<file path="src/rtl/pgfsr_params.svh">
// Offsets, field positions, reset values and timing counts of the power-good status bank.
// Included by the package users; definitions only.
`ifndef PGFSR_PARAMS_SVH
`define PGFSR_PARAMS_SVH

`define PGFSR_OFS_STATE        8'h18
`define PGFSR_OFS_MASK         8'h19
`define PGFSR_OFS_UV           8'h1A
`define PGFSR_OFS_OV           8'h1B
`define PGFSR_OFS_DLY          8'h17

`define PGFSR_EN_BIT           7
`define PGFSR_UV_CHANS         7
`define PGFSR_OV_CHANS         6
`define PGFSR_DLY_UV_LSB       4
`define PGFSR_DLY_OV_LSB       0

`define PGFSR_RST_FLAGS        8'h00
`define PGFSR_RST_STATE        8'h00
`define PGFSR_DLY_OFF          2'h3

`define PGFSR_CLK_HZ           25000000
// Delays in microseconds
`define PGFSR_UV_DLY1_US       21000
`define PGFSR_UV_DLY2_US       45000
`define PGFSR_OV_DLY1_US       1300
`define PGFSR_OV_DLY2_US       3400
// Times convert exactly to whole cycles, 25 per microsecond, with no rounding
`define PGFSR_US2CYC(us)       ((((us) * 64'd25) + 64'd0))

`endif

</file>
<file path="src/rtl/pgfsr_pkg.sv">
// Types shared by the power-good status bank.
// Assumes the params header for numeric constants.
package pgfsr_pkg;
   typedef logic [7:0] pgfsr_byte_t;
   typedef logic [1:0] pgfsr_dly_t;
endpackage

</file>
<file path="src/rtl/pgfsr_prot_chan.sv">
// One protection channel: qualifies a fault by a selectable delay.
// Assumes a synchronised fault level from the same clock domain.
`timescale 1ns/100ps
`include "pgfsr_params.svh"

module pgfsr_prot_chan #(
   parameter int unsigned DLY1 = 100,
   parameter int unsigned DLY2 = 200
) (
   input  wire logic                clk,
   input  wire logic                rst_n,
   input  wire logic                fault,
   input  wire pgfsr_pkg::pgfsr_dly_t delaySel,
   output logic                     trip
);
   import pgfsr_pkg::*;

   logic [31:0] count;
   logic [31:0] limit;

   always_comb begin
      case (delaySel)
         2'h1:    limit = DLY1;
         2'h2:    limit = DLY2;
         default: limit = 32'h0;
      endcase
   end

   always_ff @(posedge clk or negedge rst_n) begin
      if (!rst_n) begin
         count <= 32'h0;
      end else if (!fault || delaySel == `PGFSR_DLY_OFF) begin
         count <= 32'h0;
      end else if (count < limit) begin
         count <= count + 32'h1;
      end
   end

   always_comb begin
      trip = fault && (delaySel != `PGFSR_DLY_OFF) && (count >= limit);
   end
endmodule // pgfsr_prot_chan

</file>
<file path="src/rtl/pgfsr_regs.sv">
// Power-good status, mask and protection flag registers with active-low fault output.
// Assumes a byte-wide register port from the serial-interface decoder, same clock.
// Contract
// - Bit 7 of power-good state shows the enable pin level, default 0.
// - Bits 6..0 show channel 7..1 power good, default 0.
// - Mask bit 0 routes channel power good to fault; 1 excludes it.
// - Mask register read/write, bit 7 unused, reset value from fuses.
// - Undervoltage flags set on detected fault, bits 6..0 for channels 7..1.
// - Overvoltage flags bits 5..0 for channels 6..1, bits 7,6 unused.
// - Flags are sticky; writing 1 clears, writing 0 leaves unchanged.
// - Each mask bit affects only its own channel.
// - Flags set only after selected delay; code 11 disables protection.
`timescale 1ns/100ps
`include "pgfsr_params.svh"

module pgfsr_regs #(
   parameter int unsigned UV_DLY1_CYC = `PGFSR_UV_DLY1_US * 25,
   parameter int unsigned UV_DLY2_CYC = `PGFSR_UV_DLY2_US * 25,
   parameter int unsigned OV_DLY1_CYC = `PGFSR_OV_DLY1_US * 25,
   parameter int unsigned OV_DLY2_CYC = `PGFSR_OV_DLY2_US * 25
) (
   input  wire logic                  clk,
   input  wire logic                  rst_n,
   input  wire logic                  enablePin,
   input  wire logic [6:0]            chanGood,
   input  wire logic [6:0]            uvFault,
   input  wire logic [5:0]            ovFault,
   input  wire pgfsr_pkg::pgfsr_byte_t fuseMask,
   input  wire pgfsr_pkg::pgfsr_byte_t fuseDelay,
   input  wire pgfsr_pkg::pgfsr_byte_t regAddr,
   input  wire logic                  regWrite,
   input  wire pgfsr_pkg::pgfsr_byte_t regWdata,
   input  wire logic                  regRead,
   output pgfsr_pkg::pgfsr_byte_t     regRdata,
   output logic                       fault_n
);
   import pgfsr_pkg::*;

   // ****************************************
   // Input synchronisers
   // ****************************************
   logic [19:0] syncA;
   logic [19:0] syncB;
   always_ff @(posedge clk or negedge rst_n) begin
      if (!rst_n) begin
         syncA <= 20'h00000;
         syncB <= 20'h00000;
      end else begin
         syncA <= {enablePin, chanGood, uvFault, ovFault[4:0]};
         syncB <= syncA;
      end
   end
   logic ovTopA;
   logic ovTopB;
   always_ff @(posedge clk or negedge rst_n) begin
      if (!rst_n) begin
         ovTopA <= 1'b0;
         ovTopB <= 1'b0;
      end else begin
         ovTopA <= ovFault[5];
         ovTopB <= ovTopA;
      end
   end

   logic       enSync;
   logic [6:0] goodSync;
   logic [6:0] uvSync;
   logic [5:0] ovSync;
   assign enSync   = syncB[19];
   assign goodSync = syncB[18:12];
   assign uvSync   = syncB[11:5];
   assign ovSync   = {ovTopB, syncB[4:0]};

   // ****************************************
   // Fuse capture after reset release
   // ****************************************
   // Fuses are sampled by a clocked load, never through the async reset
   logic       fuseLoaded;
   logic [6:0] mask;
   logic [1:0] uvDelaySel;
   logic [1:0] ovDelaySel;
   logic       wrMask;
   logic       wrDly;
   assign wrMask = regWrite && regAddr == `PGFSR_OFS_MASK;
   assign wrDly  = regWrite && regAddr == `PGFSR_OFS_DLY;

   always_ff @(posedge clk or negedge rst_n) begin
      if (!rst_n) begin
         fuseLoaded <= 1'b0;
      end else begin
         fuseLoaded <= 1'b1;
      end
   end

   // Synchronised pins hold reset zeros for two edges after release;
   // without this gate the fault pin would pulse low once at start-up
   logic syncValid;
   always_ff @(posedge clk or negedge rst_n) begin
      if (!rst_n) begin
         syncValid <= 1'b0;
      end else begin
         syncValid <= fuseLoaded;
      end
   end

   always_ff @(posedge clk or negedge rst_n) begin
      if (!rst_n) begin
         mask <= 7'h7F;
      end else if (!fuseLoaded) begin
         mask <= fuseMask[6:0];
      end else if (wrMask) begin
         mask <= regWdata[6:0];
      end
   end

   always_ff @(posedge clk or negedge rst_n) begin
      if (!rst_n) begin
         uvDelaySel <= `PGFSR_DLY_OFF;
         ovDelaySel <= `PGFSR_DLY_OFF;
      end else if (!fuseLoaded) begin
         uvDelaySel <= fuseDelay[`PGFSR_DLY_UV_LSB +: 2];
         ovDelaySel <= fuseDelay[`PGFSR_DLY_OV_LSB +: 2];
      end else if (wrDly) begin
         uvDelaySel <= regWdata[`PGFSR_DLY_UV_LSB +: 2];
         ovDelaySel <= regWdata[`PGFSR_DLY_OV_LSB +: 2];
      end
   end

   // ****************************************
   // Protection qualification
   // ****************************************
   logic [6:0] uvTrip;
   logic [5:0] ovTrip;
   genvar g;
   generate
      for (g = 0; g < `PGFSR_UV_CHANS; g++) begin : gUv
         pgfsr_prot_chan #(.DLY1(UV_DLY1_CYC), .DLY2(UV_DLY2_CYC)) uChan (
            .clk      (clk),
            .rst_n    (rst_n),
            .fault    (uvSync[g]),
            .delaySel (uvDelaySel),
            .trip     (uvTrip[g])
         );
      end
      for (g = 0; g < `PGFSR_OV_CHANS; g++) begin : gOv
         pgfsr_prot_chan #(.DLY1(OV_DLY1_CYC), .DLY2(OV_DLY2_CYC)) uChan (
            .clk      (clk),
            .rst_n    (rst_n),
            .fault    (ovSync[g]),
            .delaySel (ovDelaySel),
            .trip     (ovTrip[g])
         );
      end
   endgenerate

   // ****************************************
   // Sticky flags
   // ****************************************
   logic [6:0] uvFlags;
   logic [5:0] ovFlags;
   logic       wrUv;
   logic       wrOv;
   assign wrUv = regWrite && regAddr == `PGFSR_OFS_UV;
   assign wrOv = regWrite && regAddr == `PGFSR_OFS_OV;

   always_ff @(posedge clk or negedge rst_n) begin
      if (!rst_n) begin
         uvFlags <= 7'h00;
      end else begin
         uvFlags <= (uvFlags & ~(wrUv ? regWdata[6:0] : 7'h00)) | uvTrip;
      end
   end

   always_ff @(posedge clk or negedge rst_n) begin
      if (!rst_n) begin
         ovFlags <= 6'h00;
      end else begin
         ovFlags <= (ovFlags & ~(wrOv ? regWdata[5:0] : 6'h00)) | ovTrip;
      end
   end

   // ****************************************
   // Fault output
   // ****************************************
   // per-channel gating
   always_ff @(posedge clk or negedge rst_n) begin
      if (!rst_n) begin
         fault_n <= 1'b1;
      end else begin
         fault_n <= syncValid ? ~|(~goodSync & ~mask) : 1'b1;
      end
   end

   // ****************************************
   // Read port
   // ****************************************
   always_ff @(posedge clk or negedge rst_n) begin
      if (!rst_n) begin
         regRdata <= 8'h00;
      end else if (regRead) begin
         case (regAddr)
            `PGFSR_OFS_STATE: regRdata <= {enSync, goodSync};
            `PGFSR_OFS_MASK:  regRdata <= {1'b0, mask};
            `PGFSR_OFS_UV:    regRdata <= {1'b0, uvFlags};
            `PGFSR_OFS_OV:    regRdata <= {2'h0, ovFlags};
            `PGFSR_OFS_DLY:   regRdata <= {2'h0, uvDelaySel, 2'h0, ovDelaySel};
            default:          regRdata <= 8'h00;
         endcase
      end
   end
endmodule // pgfsr_regs

</file>
<file path="config.mk">
export PLATFORM = sky130hd
export DESIGN_NAME = pgfsr_regs
export DESIGN_NICKNAME = d
export VERILOG_FILES = /design/src/rtl/pgfsr_pkg.sv /design/src/rtl/pgfsr_prot_chan.sv /design/src/rtl/pgfsr_regs.sv
export VERILOG_INCLUDE_DIRS = /design/src /design/src/rtl
export SDC_FILE = /design/constraint.sdc
export NUM_CORES = 1
export LEC_CHECK = 0
export BUFFER_PORTS_ARGS = -buffer_cell sky130_fd_sc_hd__buf_2
export CAP_MARGIN = 20
export CORE_MARGIN = 5
export CORE_UTILIZATION = 43
export DETAILED_ROUTE_END_ITERATION = 7
export GPL_TIMING_DRIVEN = 0
export PLACE_DENSITY_LB_ADDON = 0.08
export SETUP_SLACK_MARGIN = 0.1
export SLEW_MARGIN = 20
export SYNTH_ARGS = -nofsm -noshare
export SYNTH_HDL_FRONTEND = slang
export SYNTH_SLANG_ARGS = --single-unit
</file>
<file path="constraint.sdc">
create_clock -name clk -period 7 [get_ports clk]
set_input_delay 1.4 -clock clk [delete_from_list [all_inputs] [get_ports clk]]
set_output_delay 1.4 -clock clk [all_outputs]
set_load 0.01 [all_outputs]
</file>
==> results.json <==
{
  "outcome": "finished, final reports clean",
  "die_area_mm2": 0.0670,
  "stdcell_area_mm2": 0.0302,
  "overflow": 0,
  "drive_gt1_share_pct": 8.09,
  "root_buffer": "clkbuf_16",
  "whs_path_depth": 0,
  "crit_arrival_ns": 5.23,
  "synth.distinct_cells": 88,
  "synth-seq-cells": 493,
  "p_per_area_mw_per_mm2": 230,
  "min_from": "syncA[3]",
  "ctsResizeCount": 0,
  "crit_buf_inv": 5,
  "dp.cells": 3564,
  "die_w_um": 259,
  "cts_tree": "built",
  "ctsHoldBuffers": 0,
  "slew_headroom_pct": 30.1,
  "ff2ff_path_depth": 13,
  "die_h_um": 259,
  "grt_max_degree": 96,
  "dpl.hpwl_mm": 48.7,
  "cp.required_ns": 7.47,
  "crit_chain": "ha_1, clkbuf_1, inv_2, buf_12, ha_1, a21o_1, a211o_1, a311oi_2, o2111ai_1, clkbuf_1, clkbuf_1, o31ai_1, a21oi_1",
  "p_leak_nw": 13.0,
  "rsz0062_at_grt": "false",
  "clock_sinks": 493,
  "final_cells": 3671,
  "layout.area.seq_mm2": 0.0124,
  "grt_usage_pct": 20.8,
  "multi_input_area_mm2": 0.0134,
  "place_ws_ns": 2.23,
  "grt_pass1_wl_mm": 116,
  "end_kind": "flop",
  "gp_congestion": 0.873,
  "tightest_slew_ns": 1.05,
  "finalHoldViolCount": 0,
  "dr.first_iter.drc_count": 1678,
  "start_kind": "flop",
  "start_util_pct": 43.3,
  "skew_ns": 0.0155,
  "cpPeakStageDelay_ns": 0.70,
  "synth_edf_count": 0,
  "finalMaxSlewViolations": 0,
  "dr.pass1.iters": 5,
  "port_buffers": 59,
  "fin_ws_ns": 2.24,
  "finalSetupViolations": 0,
  "ys.flop_type": "dfrtp_1",
  "drc": 0,
  "clock.fmax_mhz": 210,
  "synth_area_mm2": 0.0266,
  "grt_pass1_vias": 21500,
  "io_pins": 66,
  "area_growth_pct": 13.3,
  "post_drt_wl_per_cell_um": 19.1,
  "placed_area_mm2": 0.0281,
  "path_clk_slew_ns": 0.06,
  "syn-num-nets": 2902,
  "syn_inst": 2709,
  "crit_family": "buffers and inverters",
  "hp-class": "flop to flop",
  "antenna_found_initial": 2,
  "fillCellCount": 5591,
  "seq_area_frac_synth_pct": 46.4,
  "irDropWorstVdd_v": 0.000193,
  "vias": 21800,
  "drv_cap": 0,
  "critPathSlowestCell": "clkbuf_1",
  "postSynthAreaPerCell_um2": 9.83,
  "rows": 91,
  "coreArea_mm2": 0.0615,
  "hold_end": "syncB[3]",
  "ant_nets": 0,
  "routed_wl_mm": 70.2,
  "post_cts_buffers": 0,
  "synthArstFlopShare_pct": 100,
  "cts-buffers-inserted": 57,
  "r2r_setup_slack_ns": 2.24,
  "insertion_delay_ns": 0.62,
  "fin_nets": 3026,
  "crit_path_frequent_cell": "clkbuf_1",
  "drt-vias-per-instance": 5.93,
  "fin_crit_sh_pct": 68.1,
  "period_needed_ns": 4.76,
  "worstSetupPathType": "flop to flop",
  "cts_buffer_depth": 3,
  "synth-warning-count": 0,
  "cp_max_fo": 28,
  "holdWs_ns": 0.348,
  "reg2reg_from": "ovDelaySel[0]",
  "htree_levels": 2,
  "tns_ns": 0,
  "reg2reg_to": "gOv[1].uChan.count[15]"
}
sequential cells by signal (all words and copies together), names as in the netlist, 2 cells and up:
register,cells
syncB,20
uvDelaySel,2
uvFlags,7
mask,7
gOv.uChan.count,192
gUv.uChan.count,224
ovFlags,6
ovDelaySel,2
regRdata,8
syncA,20
layout by cell type, fill, tap and decap left out, types with 50 or more instances in the layout:
master     synthesis  layout
o21ai_0          106     106
mux2i_1           54      54
nor4_1            65      65
ha_1             136     136
or4_1            104     104
nand4_1           73      73
nand2_1          187     187
a21oi_1          183     183
nand2b_1          72      72
or3_1             50      50
o31ai_1           80      80
clkbuf_1         107     117
clkbuf_16          0      59
dfrtp_1          481     481
and2_1           147     147
nand3_1          113     113
inv_1             93      91
nor2_1           100     100
buf_2             18      76
and3_1            65      65
layer usage:
metal	vias up	routed length (um)	track usage, %
li1	10400	-	-
met1	10700	34700	31.6
met2	554	30200	31.1
met3	107	3560	2.99
met4	0	1670	5.99
met5	-	0	0
worst reg2reg max path, delay by kind of cell (launching register included):
family          cells  cell delay, ns
compound gates      6            1.56
fa+ha+maj           2            0.47
buf+inv             5            2.00
flops               1            0.60
stage by stage:
step	power [mW]	utilization, %
after floorplan	3.39	-
after detailed placement	3.69	45.7
after global routing	7.23	49.1
final	6.93	49.1
after global placement	3.66	45.4
after CTS	7.02	49.1
report_power, final:
part / internal, mW / total (mW) / switching (mW)
registers: 2.91 / 2.96 / 0.0502
clock network: 2.07 / 3.30 / 1.23
logic: 0.216 / 0.676 / 0.460
synth_stat cells (7+ instances only):
cell type,n,share of area [%]
dfrtp_1,481,45
nand2_1,187,2.6
a21oi_1,183,3.4
and2_1,147,3.5
ha_1,136,6.4
nand3_1,113,2.1
clkbuf_1,107,1.5
o21ai_0,106,2.0
or4_1,104,2.9
nor2_1,100,1.4
inv_1,93,1.3
o31ai_1,80,2.3
nand4_1,73,1.7
nand2b_1,72,1.7
and3_1,65,1.5
nor4_1,65,1.5
mux2i_1,54,2.0
or3_1,50,1.2
nor3_1,42,0.79
o211ai_1,36,1.0
xnor2_1,32,1.1
nand4b_1,25,0.82
a21o_1,24,0.68
a211oi_1,23,0.65
o21a_1,20,0.56
and4_1,18,0.59
buf_2,18,0.34
o41ai_1,17,0.56
nor2b_1,16,0.38
o311ai_0,16,0.53
buf_1,12,0.17
dfstp_2,12,1.2
nor4b_1,12,0.39
xor2_1,12,0.39
a211o_1,8,0.26
nor3b_1,8,0.23
a2111o_1,7,0.30
a221oi_1,7,0.23
a31o_2,7,0.23
maj3_1,7,0.26
or2_2,7,0.16
how the worst max path moves through the flow:
stage	startpoint	to	slack (ns)	cells after the start
final	ovDelaySel[0]	gOv[1].uChan.count[15]	2.24	13
after global routing	ovDelaySel[0]	gOv[1].uChan.count[15]	1.92	13
after CTS	ovDelaySel[0]	gOv[1].uChan.count[15]	2.21	13
after detailed placement	ovDelaySel[0]	gOv[1].uChan.count[13]	2.23	13
after global placement	rst_n	syncA[1]	-5.64	1
after floorplan	ovDelaySel[1]	gOv[1].uChan.count[16]	3.08	12
final cells by class:
type	count	share of cell area, %
antenna	1	0.00829
buffer	142	1.95
clock buffer	81	5.56
clock inverter	25	1.36
inverter	93	1.16
multi-input combinational	1981	44.2
sequential	493	40.9
tap	790	3.27
timing repair buffer	65	1.53
kinds of logic after synthesis:
| logic type | after synthesis | synth area share (%) |
|---|---|---|
| buffers and inverters | 235 | 3.52 |
| flip-flops | 493 | 46.4 |
| other | 1 | 0.0141 |
| AO/OA/AOI/OAI | 601 | 15.1 |
| multiplexers | 57 | 2.24 |
| adder cells (fa/ha/maj) | 145 | 6.73 |
| AND/OR/NAND/NOR | 1133 | 24.6 |
| XOR/XNOR | 44 | 1.45 |
Power figures use the tool's default switching activity.
